===== config.mk =====
export PLATFORM = sky130hd
export DESIGN_NAME = stpmc_device_flat
export DESIGN_NICKNAME = d
export VERILOG_FILES = /design/src/pkg/stpmc_pkg.sv /design/src/pkg/stpmc_link_if.sv /design/src/rtl/stpmc_device.sv /design/src/flat_wrapper.sv
export SDC_FILE = /design/constraint.sdc
export NUM_CORES = 1
export LEC_CHECK = 0
export BUFFER_PORTS_ARGS = -buffer_cell sky130_fd_sc_hd__buf_2
export CAP_MARGIN = 15
export CORE_MARGIN = 1.5
export CORE_UTILIZATION = 53
export DETAILED_ROUTE_END_ITERATION = 8
export GPL_TIMING_DRIVEN = 0
export HOLD_SLACK_MARGIN = 0.08
export PLACE_DENSITY = 0.82
export SYNTH_ARGS = -nofsm -noshare
export SYNTH_HDL_FRONTEND = slang
export SYNTH_SLANG_ARGS = --single-unit

===== constraint.sdc =====
create_clock -name clock -period 5.1 [get_ports clock]
set_clock_uncertainty 0.2 [all_clocks]
set_input_delay 0.51 -clock clock [delete_from_list [all_inputs] [get_ports clock]]
set_output_delay 0.51 -clock clock [all_outputs]
set_load 0.005 [all_outputs]

===== src/pkg/stpmc_pkg.sv =====
`default_nettype none
package stpmc_pkg;
  // ----------------------------------------
  // serial word and register select
  // ----------------------------------------
  localparam int WORD_W = 24;
  localparam int SEL_W = 3;
  localparam logic [2:0] SEL_FREQ = 3'h0;
  localparam logic [2:0] SEL_MOD = 3'h1;
  localparam logic [2:0] SEL_PHASE = 3'h2;
  localparam logic [2:0] SEL_TIMER = 3'h4;
  localparam logic [2:0] SEL_PD = 3'h5;
  localparam logic [2:0] SEL_MUX = 3'h6;
  // ----------------------------------------
  // field layouts
  // ----------------------------------------
  localparam int FRACTION_NUMERATOR_LSB = 3;
  localparam int FRACTION_NUMERATOR_W = 12;
  localparam int INT_LSB = 15;
  localparam int INT_W = 8;
  localparam int MOD_LSB = 3;
  localparam int RCODE_LSB = 15;
  localparam int RCODE_W = 4;
  localparam int HALVE_BIT = 19;
  localparam int DOUBLER_BIT = 20;
  localparam int PHASE_LSB = 3;
  localparam int TSEL_LSB = 3;
  localparam int TMR_LSB = 5;
  localparam int TMR_W = 9;
  localparam logic [1:0] TSEL_RES = 2'h0;
  localparam logic [1:0] TSEL_SHUNT = 2'h1;
  localparam logic [1:0] TSEL_ICP = 2'h2;
  localparam int PD_W = 8;
  localparam int PD_AMP_HI = 7;
  localparam int PD_AMP_LO = 6;
  localparam int PD_CP = 5;
  localparam int PD_TRI = 4;
  localparam int PD_CRST = 3;
  localparam logic [7:0] PD_RESET = 8'hfd;
  localparam int MODE_LSB = 12;
  localparam logic [3:0] MODE_DEFAULT = 4'h0;
  localparam logic [3:0] MODE_DITHER = 4'h3;
  localparam logic [3:0] MODE_TH_WIDE = 4'h9;
  localparam int DIAG_LSB = 3;
  localparam logic [3:0] DIAG_REF_DIV = 4'h1;
  localparam logic [3:0] DIAG_INT_DIV = 4'h2;
  localparam logic [3:0] DIAG_TIMEOUT = 4'h3;
  localparam logic [3:0] DIAG_LOCK = 4'h4;
  // ----------------------------------------
  // arithmetic and timing
  // ----------------------------------------
  localparam logic [11:0] MOD_MIN = 12'h00d;
  localparam logic [11:0] MOD_MIN_DITHER = 12'h032;
  localparam logic [1:0] QTR_LAST = 2'h3;
  localparam logic [2:0] PUMP_LOG_MAX = 3'h6;
  localparam int PS_PER_NS = 1000;
  localparam int LOCK_TH_NARROW_NS = 3;
  localparam int LOCK_TH_WIDE_NS = 10;
  localparam logic [15:0] LOCK_TH_NARROW_PS = 16'(LOCK_TH_NARROW_NS * PS_PER_NS);
  localparam logic [15:0] LOCK_TH_WIDE_PS = 16'(LOCK_TH_WIDE_NS * PS_PER_NS);
  localparam logic [15:0] LFSR_SEED = 16'h0001;
  // ----------------------------------------
  // host apb map
  // ----------------------------------------
  localparam logic [11:0] HOST_TX_OFF = 12'h000;
  localparam logic [11:0] HOST_STAT_OFF = 12'h004;
endpackage
`default_nettype wire


===== src/pkg/stpmc_link_if.sv =====
`timescale 1ns/1ps
`default_nettype none
interface stpmc_link_if;
  logic sclk;
  logic sdata;
  logic load_strobe;
  modport host_end (
    output sclk,
    output sdata,
    output load_strobe
  );
  modport dev_end (
    input sclk,
    input sdata,
    input load_strobe
  );
endinterface
`default_nettype wire


===== src/rtl/stpmc_device.sv =====
// Our own choices: the APB register port and the register addresses.
`timescale 1ns/1ps
`default_nettype none
module stpmc_device
  import stpmc_pkg::*;
#(
  parameter int LOCK_COUNT = 8
)
(
  stpmc_link_if.dev_end link,
  input wire logic clock,
  input wire logic rst_b,
  input wire logic ref_tick,
  input wire logic [15:0] phase_err_ps,
  output logic phase_detector_tick,
  output logic [8:0] fb_divide,
  output logic shunt_switch_closed,
  output logic loop_resistor_closed,
  output logic [6:0] pump_current_scale,
  output logic charge_pump_hiz,
  output logic amp_powerdown,
  output logic ref_buffer_en,
  output logic dither_active,
  output logic lock_detect,
  output logic diag_out
);
  // ----------------------------------------
  // link synchronisers and word capture
  // ----------------------------------------
  logic [2:0] sclk_s;
  logic [1:0] data_s;
  logic [2:0] le_s;
  logic sclk_rise;
  logic le_rise;
  logic [WORD_W-1:0] sh_r;
  logic [SEL_W-1:0] sel;
  logic freq_wr;

  always_ff @(posedge clock or negedge rst_b)
  begin
    if (!rst_b)
    begin
      sclk_s <= 3'h0;
      data_s <= 2'h0;
      le_s <= 3'h0;
    end
    else
    begin
      sclk_s <= {sclk_s[1:0], link.sclk};
      data_s <= {data_s[0], link.sdata};
      le_s <= {le_s[1:0], link.load_strobe};
    end
  end

  assign sclk_rise = sclk_s[1] & ~sclk_s[2];
  assign le_rise = le_s[1] & ~le_s[2];

  always_ff @(posedge clock or negedge rst_b)
  begin
    if (!rst_b)
      sh_r <= '0;
    else if (sclk_rise)
      sh_r <= {sh_r[WORD_W-2:0], data_s[1]};
  end

  assign sel = sh_r[SEL_W-1:0];
  assign freq_wr = le_rise & (sel == SEL_FREQ);

  // ----------------------------------------
  // register file
  // ----------------------------------------
  logic [WORD_W-1:0] freq_sh_r;
  logic [WORD_W-1:0] mod_sh_r;
  logic [11:0] phase_sh_r;
  logic [TMR_W-1:0] tcfg_r [3];
  logic [PD_W-1:0] pd_r;
  logic dither_en_r;
  logic th_wide_r;
  logic [3:0] diag_sel_r;
  logic amp_pd_r;
  logic [1:0] tsel;

  assign tsel = sh_r[TSEL_LSB +: 2];

  always_ff @(posedge clock or negedge rst_b)
  begin
    if (!rst_b)
    begin
      freq_sh_r <= '0;
      mod_sh_r <= '0;
      phase_sh_r <= '0;
      tcfg_r <= '{default: '0};
      pd_r <= PD_RESET;
      dither_en_r <= 1'b0;
      th_wide_r <= 1'b0;
      diag_sel_r <= 4'h0;
    end
    else if (le_rise)
    begin
      case (sel)
        SEL_FREQ: freq_sh_r <= sh_r;
        SEL_MOD: mod_sh_r <= sh_r;
        SEL_PHASE: phase_sh_r <= sh_r[PHASE_LSB +: 12];
        SEL_TIMER:
          // one timer per write; code 11 loads nothing
          if (tsel != 2'h3)
            tcfg_r[tsel] <= sh_r[TMR_LSB +: TMR_W];
        SEL_PD: pd_r <= sh_r[PD_W-1:0];
        SEL_MUX:
        begin
          // other mode codes leave the modes as they are
          case (sh_r[MODE_LSB +: 4])
            MODE_DEFAULT:
            begin
              dither_en_r <= 1'b0;
              th_wide_r <= 1'b0;
            end
            MODE_DITHER: dither_en_r <= 1'b1;
            MODE_TH_WIDE: th_wide_r <= 1'b1;
            default: th_wide_r <= th_wide_r;
          endcase
          diag_sel_r <= sh_r[DIAG_LSB +: 4];
        end
        default: pd_r <= pd_r;
      endcase
    end
  end

  always_ff @(posedge clock or negedge rst_b)
  begin
    if (!rst_b)
      amp_pd_r <= 1'b1;
    else if (pd_r[PD_AMP_HI] & pd_r[PD_AMP_LO])
      amp_pd_r <= 1'b1;
    else if (~pd_r[PD_AMP_HI] & ~pd_r[PD_AMP_LO])
      amp_pd_r <= 1'b0;
  end

  // ----------------------------------------
  // reference divider, detector rate
  // ----------------------------------------
  logic hold;
  logic [RCODE_W-1:0] rcode;
  logic [5:0] target;
  logic [5:0] racc_r;
  logic [5:0] racc_nxt;
  logic pfd_tick;

  assign hold = pd_r[PD_CP] | pd_r[PD_CRST];
  assign rcode = (mod_sh_r[RCODE_LSB +: RCODE_W] == 4'h0) ? 4'h1 : mod_sh_r[RCODE_LSB +: RCODE_W];
  assign target = mod_sh_r[HALVE_BIT] ? {1'b0, rcode, 1'b0} : {2'b00, rcode};
  assign racc_nxt = racc_r + (mod_sh_r[DOUBLER_BIT] ? 6'h02 : 6'h01);
  assign pfd_tick = ref_tick & ~hold & (racc_nxt >= target);

  always_ff @(posedge clock or negedge rst_b)
  begin
    if (!rst_b)
      racc_r <= 6'h00;
    else if (hold)
      racc_r <= 6'h00;
    else if (ref_tick)
      racc_r <= pfd_tick ? racc_nxt - target : racc_nxt;
  end

  // ----------------------------------------
  // frequency word apply
  // ----------------------------------------
  logic pend_r;
  logic apply;
  logic [INT_W-1:0] int_r;
  logic [FRACTION_NUMERATOR_W-1:0] fraction_numerator_r;
  logic [11:0] mod_r;

  assign apply = pfd_tick & pend_r;

  always_ff @(posedge clock or negedge rst_b)
  begin
    if (!rst_b)
      pend_r <= 1'b0;
    else if (freq_wr)
      pend_r <= 1'b1;
    else if (apply)
      pend_r <= 1'b0;
  end

  always_ff @(posedge clock or negedge rst_b)
  begin
    if (!rst_b)
    begin
      int_r <= '0;
      fraction_numerator_r <= '0;
      mod_r <= MOD_MIN;
    end
    else if (apply)
    begin
      int_r <= freq_sh_r[INT_LSB +: INT_W];
      fraction_numerator_r <= freq_sh_r[FRACTION_NUMERATOR_LSB +: FRACTION_NUMERATOR_W];
      mod_r <= mod_sh_r[MOD_LSB +: 12];
    end
  end

  // ----------------------------------------
  // third-order modulator
  // ----------------------------------------
  logic [11:0] mod_eff;
  logic dith;
  logic [15:0] lfsr_r;
  logic [12:0] acc_r [3];
  logic [12:0] stg_in [3];
  logic [12:0] sum [3];
  logic [12:0] acc_nxt [3];
  logic [2:0] cy;
  logic [2:0] cy_r;
  logic c2d_r;
  logic c3d_r;
  logic c3dd_r;
  logic signed [3:0] sdm_y;

  assign dither_active = dither_en_r & (mod_r >= MOD_MIN_DITHER);
  assign mod_eff = (mod_r < (dither_en_r ? MOD_MIN_DITHER : MOD_MIN)) ?
                   (dither_en_r ? MOD_MIN_DITHER : MOD_MIN) : mod_r;
  assign dith = dither_active & lfsr_r[0];

  always_comb
  begin
    stg_in[0] = {1'b0, fraction_numerator_r} + {12'h000, dith};
    for (int k = 1; k < 3; k++)
      stg_in[k] = acc_r[k-1];
    for (int k = 0; k < 3; k++)
    begin
      sum[k] = acc_r[k] + stg_in[k];
      cy[k] = (sum[k] >= {1'b0, mod_eff});
      acc_nxt[k] = cy[k] ? sum[k] - {1'b0, mod_eff} : sum[k];
    end
  end

  // cascade of three first-order stages with noise-cancelling sum
  assign sdm_y = $signed({3'b000, cy_r[0]}) + $signed({3'b000, cy_r[1]})
               - $signed({3'b000, c2d_r}) + $signed({3'b000, cy_r[2]})
               - $signed({2'b00, c3d_r, 1'b0}) + $signed({3'b000, c3dd_r});

  always_ff @(posedge clock or negedge rst_b)
  begin
    if (!rst_b)
    begin
      acc_r <= '{default: '0};
      cy_r <= 3'h0;
      c2d_r <= 1'b0;
      c3d_r <= 1'b0;
      c3dd_r <= 1'b0;
      lfsr_r <= LFSR_SEED;
    end
    else if (hold)
    begin
      acc_r <= '{default: '0};
      cy_r <= 3'h0;
    end
    else if (apply)
    begin
      acc_r[0] <= {1'b0, phase_sh_r}; // phase seed takes effect here
      acc_r[1] <= '0;
      acc_r[2] <= '0;
    end
    else if (pfd_tick)
    begin
      acc_r <= acc_nxt;
      cy_r <= cy;
      c2d_r <= cy_r[1];
      c3d_r <= cy_r[2];
      c3dd_r <= c3d_r;
      lfsr_r <= {lfsr_r[14:0], lfsr_r[15] ^ lfsr_r[13] ^ lfsr_r[12] ^ lfsr_r[10]};
    end
  end

  logic [8:0] fb_r;
  logic int_div_r;

  always_ff @(posedge clock or negedge rst_b)
  begin
    if (!rst_b)
    begin
      fb_r <= '0;
      int_div_r <= 1'b0;
    end
    else
    begin
      int_div_r <= pfd_tick;
      if (pfd_tick)
        fb_r <= {1'b0, int_r} + {{5{sdm_y[3]}}, sdm_y};
    end
  end

  // ----------------------------------------
  // fast-lock timers
  // ----------------------------------------
  logic [1:0] q_r;
  logic qtick;
  logic [TMR_W-1:0] cnt_r [3];
  logic [2:0] exp_r;
  logic [2:0] pump_log_r;

  assign qtick = pfd_tick & (q_r == QTR_LAST);

  always_ff @(posedge clock or negedge rst_b)
  begin
    if (!rst_b)
      q_r <= 2'h0;
    else if (hold | apply)
      q_r <= 2'h0;
    else if (pfd_tick)
      q_r <= q_r + 2'h1;
  end

  always_ff @(posedge clock or negedge rst_b)
  begin
    if (!rst_b)
    begin
      cnt_r <= '{default: '0};
      exp_r <= 3'h7;
    end
    else
    begin
      for (int i = 0; i < 3; i++)
      begin
        if (hold)
        begin
          cnt_r[i] <= '0;
          exp_r[i] <= 1'b1;
        end
        else if (apply)
        begin
          cnt_r[i] <= tcfg_r[i];
          exp_r[i] <= (tcfg_r[i] == '0);
        end
        else if (qtick & ~exp_r[i])
        begin
          cnt_r[i] <= cnt_r[i] - 9'h001;
          exp_r[i] <= (cnt_r[i] == 9'h001);
        end
      end
    end
  end

  always_ff @(posedge clock or negedge rst_b)
  begin
    if (!rst_b)
      pump_log_r <= 3'h0;
    else if (hold)
      pump_log_r <= 3'h0;
    else if (apply)
      pump_log_r <= PUMP_LOG_MAX;
    else if (qtick & exp_r[TSEL_ICP] & (pump_log_r != 3'h0))
      pump_log_r <= pump_log_r - 3'h1;
  end

  assign shunt_switch_closed = ~exp_r[TSEL_SHUNT];
  assign loop_resistor_closed = ~exp_r[TSEL_RES];
  assign pump_current_scale = 7'h01 << pump_log_r;

  // ----------------------------------------
  // lock detect and diagnostic mux
  // ----------------------------------------
  logic [7:0] lock_cnt_r;
  logic [15:0] lock_th;
  logic diag_r;

  assign lock_th = th_wide_r ? LOCK_TH_WIDE_PS : LOCK_TH_NARROW_PS;
  assign lock_detect = (lock_cnt_r == 8'(LOCK_COUNT));

  always_ff @(posedge clock or negedge rst_b)
  begin
    if (!rst_b)
      lock_cnt_r <= 8'h00;
    else if (hold)
      lock_cnt_r <= 8'h00;
    else if (pfd_tick)
    begin
      if (phase_err_ps >= lock_th)
        lock_cnt_r <= 8'h00;
      else if (!lock_detect)
        lock_cnt_r <= lock_cnt_r + 8'h01;
    end
  end

  always_ff @(posedge clock or negedge rst_b)
  begin
    if (!rst_b)
      diag_r <= 1'b0;
    else
    begin
      case (diag_sel_r)
        DIAG_REF_DIV: diag_r <= pfd_tick;
        DIAG_INT_DIV: diag_r <= int_div_r;
        DIAG_TIMEOUT: diag_r <= ~exp_r[TSEL_ICP];
        DIAG_LOCK: diag_r <= lock_detect;
        default: diag_r <= 1'b0;
      endcase
    end
  end

  assign diag_out = diag_r;
  assign phase_detector_tick = pfd_tick;
  assign fb_divide = fb_r;
  assign charge_pump_hiz = pd_r[PD_TRI] | pd_r[PD_CP];
  assign amp_powerdown = amp_pd_r;
  assign ref_buffer_en = ~pd_r[PD_CP];
endmodule
`default_nettype wire


===== src/flat_wrapper.sv =====
// flat-port wrapper written by rule: the top's interface ports become plain ports
module stpmc_device_flat import stpmc_pkg::*;
#(
  parameter int LOCK_COUNT = 8
)
  (clock, rst_b, ref_tick, phase_err_ps, phase_detector_tick, fb_divide, shunt_switch_closed, loop_resistor_closed, pump_current_scale, charge_pump_hiz, amp_powerdown, ref_buffer_en, dither_active, lock_detect, diag_out, link_sclk, link_sdata, link_load_strobe);
  stpmc_link_if link_i ();
  input wire logic clock;
  input wire logic rst_b;
  input wire logic ref_tick;
  input wire logic [15:0] phase_err_ps;
  output logic phase_detector_tick;
  output logic [8:0] fb_divide;
  output logic shunt_switch_closed;
  output logic loop_resistor_closed;
  output logic [6:0] pump_current_scale;
  output logic charge_pump_hiz;
  output logic amp_powerdown;
  output logic ref_buffer_en;
  output logic dither_active;
  output logic lock_detect;
  output logic diag_out;
  input wire logic [$bits(link_i.sclk)-1:0] link_sclk;
  input wire logic [$bits(link_i.sdata)-1:0] link_sdata;
  input wire logic [$bits(link_i.load_strobe)-1:0] link_load_strobe;
  assign link_i.sclk = link_sclk;
  assign link_i.sdata = link_sdata;
  assign link_i.load_strobe = link_load_strobe;
  stpmc_device #(.LOCK_COUNT(LOCK_COUNT)) u_core (.link(link_i), .clock(clock), .rst_b(rst_b), .ref_tick(ref_tick), .phase_err_ps(phase_err_ps), .phase_detector_tick(phase_detector_tick), .fb_divide(fb_divide), .shunt_switch_closed(shunt_switch_closed), .loop_resistor_closed(loop_resistor_closed), .pump_current_scale(pump_current_scale), .charge_pump_hiz(charge_pump_hiz), .amp_powerdown(amp_powerdown), .ref_buffer_en(ref_buffer_en), .dither_active(dither_active), .lock_detect(lock_detect), .diag_out(diag_out));
endmodule

== Word level (Yosys, flattened, before mapping) ==
Index checks and enable logic that the tools add are counted.
Storage, ports and cells
  bits in registers: 283
  logic and storage cells: 209
  output and inout bits: 25
Cells by class
  shifts and indexed selects: 1
  equality and inequality tests: 19
  bitwise gates (word level): 33
  muxes and demuxes: 55
  $add $sub $neg: 21
  reductions and logical operators: 31
  order comparisons: 9
Operators with widths (count)
  two-way mux 39 bit: 3
  two-way mux 9 bit: 10
  adder 13 bit: 3
  greater-or-equal comparator 13 x 12 -> 1 bit: 3
  two-way mux 13 bit: 3
  subtractor 13 x 12 -> 13 bit: 3
  two-way mux 8 bit: 4
  bitwise mux 27 bit: 1
  equality test 9 x 1 -> 1 bit, second input constant: 3
  logical NOT 9 bit: 3
  subtractor 9 x 1 -> 9 bit, second input constant: 3
  two-way mux 6 bit: 4
  demux 9 bit (select 2 bit): 1
  two-way mux 3 bit: 6
  nonzero test 3 bit: 6
  AND 1 bit: 16
  greater-or-equal comparator 16 bit: 1
  two-way mux 14 bit: 1
  AND reduction 2 bit: 7
  nonzero test 2 bit: 7
  adder 12 x 1 -> 13 bit: 1
  two-way mux 1 bit: 13
  equality test 4 x 2 -> 1 bit, second input constant: 3
  greater-or-equal comparator 12 x 6 -> 1 bit, second input constant: 1
  other kinds (40): 63

== Logic depth before layout (Yosys ltp) ==
  word-level depth: 11
  depth in mapped cells: 21
  depth with buffers taken out: 20

== Least setup slack after synthesis ==
No wires, ideal clock.
  path kind: reg2reg
  start point: reg u_core.mod_r[3]
  end point: reg u_core.acc_r[32] (netlist name)
  arrival: 4.358 ns
  cell stages (with the launch flop): 20
  clock period less this slack: 4.696 ns
  slack: 0.404 ns
  path buffers: 1
  cells stage by stage: dfstp_2 o311ai_0 a31oi_1 nand2_1 fa_1 fa_1 and2b_1 o2111a_1 nor3_1 nor3_1 or2_2 xor2_1 ha_1 nand4_1 a2111oi_0 nor4b_1 mux2i_1 buf_4 mux2i_1 o22ai_1
On the way
  cells in the longest elaborated chain, start to end: 10
  elaborated cells on any way between the ends: 13
  those cells by class: add/sub: 3; order compare: 3; mux: 5; bitwise: 2
RTL lines
  start, declared: line stpmc_device.sv:172  | logic [11:0] mod_r;
  start signal, assigned: line stpmc_device.sv:198  | mod_r <= mod_sh_r[MOD_LSB +: 12];
  greater-or-equal comparator 12 x 6 -> 1 bit *: line stpmc_device.sv:219  | assign dither_active = dither_en_r & (mod_r >= MOD_MIN_DITHER);
  AND 1 bit *: line stpmc_device.sv:219
  named net dither_active: line flat_wrapper.sv:20  | output logic dither_active;
  AND 1 bit *: line stpmc_device.sv:222  | assign dith = dither_active & lfsr_r[0];
  adder 12 x 1 -> 13 bit *: line stpmc_device.sv:226  | stg_in[0] = {1'b0, fraction_numerator_r} + {12'h000, dith};
  adder 13 bit *: line stpmc_device.sv:231  | sum[k] = acc_r[k] + stg_in[k];
  subtractor 13 x 12 -> 13 bit or greater-or-equal comparator 13 x 12 -> 1 bit (tied branches): line stpmc_device.sv:233, stpmc_device.sv:232
  two-way mux 13 bit *: line stpmc_device.sv:233  | acc_nxt[k] = cy[k] ? sum[k] - {1'b0, mod_eff} : sum[k];
  two-way mux 39 bit *: line stpmc_device.sv:264  | else if (pfd_tick)
  two-way mux 39 bit *: line stpmc_device.sv:258  | else if (apply)
  two-way mux 39 bit *: line stpmc_device.sv:253  | else if (hold)
  end signal, assigned: line stpmc_device.sv:266  | acc_r <= acc_nxt;
  end, declared: line stpmc_device.sv:208  | logic [12:0] acc_r [3];
Mark *: on every way through the listed nets, which the timed path passes. The rest lies on a longest branch. The select of a mux whose other input is x is not followed.
A chain may end at the register's enable or synchronous reset.

== Worst setup path in the final report ==
  start point: reg u_core.mod_r[8]
  end point: reg u_core.acc_r[33] (netlist name)
On the way
  cells in the longest elaborated chain, start to end: 10
  elaborated cells on any way between the ends: 13
  those cells by class: add/sub: 3; order compare: 3; mux: 5; bitwise: 2
RTL lines (line)
  greater-or-equal comparator 12 x 6 -> 1 bit: stpmc_device.sv:219
  AND 1 bit: stpmc_device.sv:219
  AND 1 bit: stpmc_device.sv:222
  adder 12 x 1 -> 13 bit: stpmc_device.sv:226
  adder 13 bit: stpmc_device.sv:231
  subtractor 13 x 12 -> 13 bit or greater-or-equal comparator 13 x 12 -> 1 bit (tied branches): stpmc_device.sv:233, stpmc_device.sv:232
  two-way mux 13 bit *: stpmc_device.sv:233
  two-way mux 39 bit *: stpmc_device.sv:264
  two-way mux 39 bit *: stpmc_device.sv:258
  two-way mux 39 bit *: stpmc_device.sv:253
Mark *: on every way between the ends. The rest lies on a longest branch, timed or not. The select of a mux whose other input is x is not followed.

==> summary.md <==
| Metric | Value |
|---|---|
| Worst-skew pair later-pin latency | `0.57 ns` |
| Number of synthesized flops with an enable pin | `0` |
| Die H | `178.8 µm` |
| Clk buf depth | `3` |
| Finished Cell Area | `0.01851 mm²` |
| Avg Cell Area, Syn | `9.658 µm²` |
| Final period util | `99.94%` |
| Iter 0 DRT Violations | `1146` |
| CP required | `5.34 ns` |
| Simple-gate area share of the yosys netlist | `15.36%` |
| Distinct cells, synth | `81` |
| Worst-path maximum fanout | `7` |
| Post-synth net total | `1845` |
| Largest net degree at the start of global routing | `104` |
| Status | `complete, no violations` |
| Final wirelength | `44100 µm` |
| Die width | `178.8 µm` |
| LEAKAGE | `9.068 nW` |
| TritonCTS clock tree | `yes` |
| Port Buf Inserts | `46` |
| Slew HR | `9.853%` |
| Synthesized instance count | `1695` |
| Setup-failing EPs final | `0` |
| Peak VDD IR | `0.3602 mV` |
| Worst R2R Start | `u_core.mod_r[8]` |
| Clock Sink Count | `274` |
| Standard-cell rows | `64` |
| Io pins | `47` |
| Final Hold Viols | `0` |
| Diodes inserted | `0` |
| First-pass GRT wire length | `68570 µm` |
| Post-synth top area cell | `dfrtp_1` |
| CP bufs+invs | `2` |
| Post-Syn Area | `0.01637 mm²` |
| Yosys top cell area share | `39.90%` |
| Area share of xor/xnor cells in the synthesized design | `3.799%` |
| Via density | `6.171` |
| WL met3 | `2802 µm` |
| Placed cells | `2139` |
| H-tree levels | `1` |
| DR WL met2 | `21230 µm` |
| Seq. cell area | `0.006875 mm²` |
| Worst-Margin Slew | `1.342 ns` |
| Initial core utilization | `53.66%` |
| Slowest cell on crit path | `dfrtp_1` |
| Final Max Tran Viols | `0` |
| Most frequent cells in the layout | `259 x dfrtp_1, 251 x nand2_1, 129 x o21ai_0` |
| Fin util | `60.68%` |
| Initial antenna violation count | `0` |
| Post-Synth Adder-Cell Area | `10.33%` |
| FMAX | `196.2 MHz` |
| Total power | `13.93 mW` |
| CTS Buf Count | `28` |
| CTS root buffer | `clkbuf_16` |
| HP Class | `reg2reg` |
| Cell Chain, Critical Path | `nor4_2, a31oi_1, nand2_1, fa_2, fa_1, and2b_1, o2111a_2, nor3_4, nor3_1, or2_2, xor2_2, ha_4, nand4_1, a2111oi_4, nor4b_2, mux2i_1, buf_4, buf_4, mux2i_1, a22oi_1` |
| Die ar. | `0.03195 mm²` |
| Top_reg_cell synth | `dfrtp_1` |
| MaxCap Viol Count | `0` |
| Main area contributors after synthesis | `dfrtp_1 40%, ha_1 8.9%, mux2_2 7.4%` |
| Cell family with most CP delay | `simple AND/OR/NAND/NOR gates` |
| Total gr overflow | `0` |
| Post-synthesis sequential area ratio | `41.98%` |
| Top Layer Used | `met4` |
| Crit path DAT | `5.33 ns` |
| Core area | `0.03051 mm²` |
| Total GRT Usage | `27.35%` |
| # fillers | `2393` |
| Multi-input gate area | `0.009133 mm²` |
| Yosys synthesis warning count | `0` |
| Register bit total from synthesis | `274` |
| Worst Path Class, Setup | `reg2reg` |
| Most common cell after layout, fill and taps aside | `dfrtp_1` |
| Hpwl dp | `30730 µm` |
| Reg clk slew, reported paths | `0.07 ns` |
| Share of layout cells above drive strength 1 | `17.64%` |
| WL met1 | `18150 µm` |
| Min-delay src | `u_core.le_s[0]` |
| Remaining DRCs | `0` |
| Drt pass-1 iters | `5` |
| Synth async-reset ratio | `100.0%` |
| Power density cells | `752.5 mW/mm²` |
| Final worst setup slack | `0.003213 ns` |
| Largest family of logic cells by synthesized area | `simple AND/OR/NAND/NOR gates` |
| Routability congestion estimate | `0.9111` |
| Vias in the first global route | `13330` |
| Endpoint class of the critical path | `flop` |
| Element type at the critical path start | `flop` |
| Mux cell area share after synthesis | `9.814%` |
| Minimum clock period | `5.097 ns` |
| Slowest cell delay on critical path | `0.40 ns` |
| Nets | `1942` |
| Finished Layout Cells | `2210` |
| Via count | `13640` |
| Critical Path Start | `u_core.mod_r[8]` |
| Synth Area in Compound Gates | `15.29%` |
| Routed Antenna Nets | `0` |
| Wire per inst | `19.96 µm` |
| Dpl ws | `-0.5964 ns` |
| Area growth from synthesis to final layout | `13.08%` |
| Placed Area | `0.01716 mm²` |
==> power breakdown <==
part	leakage [nW]	switching (mW)	total, mW	internal [mW]
clock	0.489	0.907	2.19	1.28
combinational	4.95	4.93	8.41	3.48
sequential	3.63	0.554	3.33	2.78
total	9.07	6.39	13.9	7.54
==> per-layer routing <==
metal,vias to the layer above,track usage (%)
met5,-,0
met1,6732,35.46
li1,6251,-
met2,519,45.59
met4,0,12.29
met3,137,3.732
==> flip-flops by register name, indices dropped and copies added, names as in the netlist, 4 cells and up <==
name	flops
u_core.lock_cnt_r	8
u_core.pd_r	5
u_core.acc_r	39
u_core.racc_r	6
u_core.tcfg_r	27
u_core.sh_r	23
u_core.fb_divide	9
u_core.lfsr_r	16
u_core.cnt_r	27
u_core.diag_sel_r	4
u_core.fraction_numerator_r	12
u_core.freq_sh_r	20
u_core.mod_sh_r	18
u_core.int_r	8
u_core.mod_r	12
u_core.phase_sh_r	12
==> timing repair <==
item | 4_1_cts | 5_1_grt
endpoints found under the hold margin | 74 | 0
setup buffers | 3 | 13
endpoints found under the setup margin | 34 | 42
resized for setup | 11 | 32
hold buffers | 4 | 0
gates cloned | 0 | 1
pin swaps | 2 | 10
==> final cells by class <==
cell class	instances	share of cell area, %
sequential	274	37.14
timing repair buffer	69	2.487
buffer	68	1.615
multi-input combinational	1284	49.33
clock buffer	34	4.123
inverter	67	1.372
clock inverter	18	1.250
tap	396	2.677
==> cells in the mapped netlist (all sizes together) (6+ instances only) <==
| master | n |
|---|---|
| dfrtp | 261 |
| nand2 | 254 |
| o21ai | 132 |
| ha | 116 |
| a21oi | 109 |
| mux2 | 108 |
| nor2 | 93 |
| inv | 67 |
| xnor2 | 53 |
| nor3 | 49 |
| clkbuf | 39 |
| mux2i | 39 |
| buf | 31 |
| a21o | 30 |
| nand3 | 19 |
| nor2b | 19 |
| xor2 | 18 |
| a31oi | 15 |
| and3 | 15 |
| dfstp | 13 |
| fa | 12 |
| o21a | 12 |
| o22ai | 11 |
| o31ai | 11 |
| a211oi | 10 |
| nand2b | 10 |
| nand4 | 10 |
| nor4 | 9 |
| o211ai | 9 |
| a22o | 8 |
| a32oi | 8 |
| or2 | 8 |
| and2 | 7 |
| or3 | 7 |
| nor3b | 6 |
| o21bai | 6 |
| or4 | 6 |
==> stage by stage <==
step	setup TNS (ns)	hold WS, ns
2_1_floorplan	0	0.01441
3_3_place_gp	-408.54	0.1334
3_5_place_dp	-9.925	0.1355
4_1_cts	0	0.1496
5_1_grt	-1.454	0.1516
6_report	0	0.1477
==> worst paths after layout <==
check / slack [ns] / cells after the start / endpoint
hold / removal: 0.15 / 0 / u_core.le_s[1]
min in group asynchronous: 0.32 / 2 / u_core.acc_r[38]
setup reg to reg: 0.003 / 20 / u_core.acc_r[33]
hold reg to reg: 0.15 / 0 / u_core.le_s[1]
setup / recovery: 0.003 / 20 / u_core.acc_r[33]
max in group asynchronous: 3.00 / 4 / u_core.mod_r[1]
==> logic make-up (layout without fill, tap and decap cells) <==
group                      count (synthesis)  after routing
and+or+nand+nor                          534            534
xor gates and xnor gates                  71             71
muxes                                    147            147
DFF                                      274            274
buffers and inverters                    137            256
adders and majority gates                128            128
AOI/OAI and AO/OA                        404            404
No activity file was read; power rests on OpenSTA's default activity.
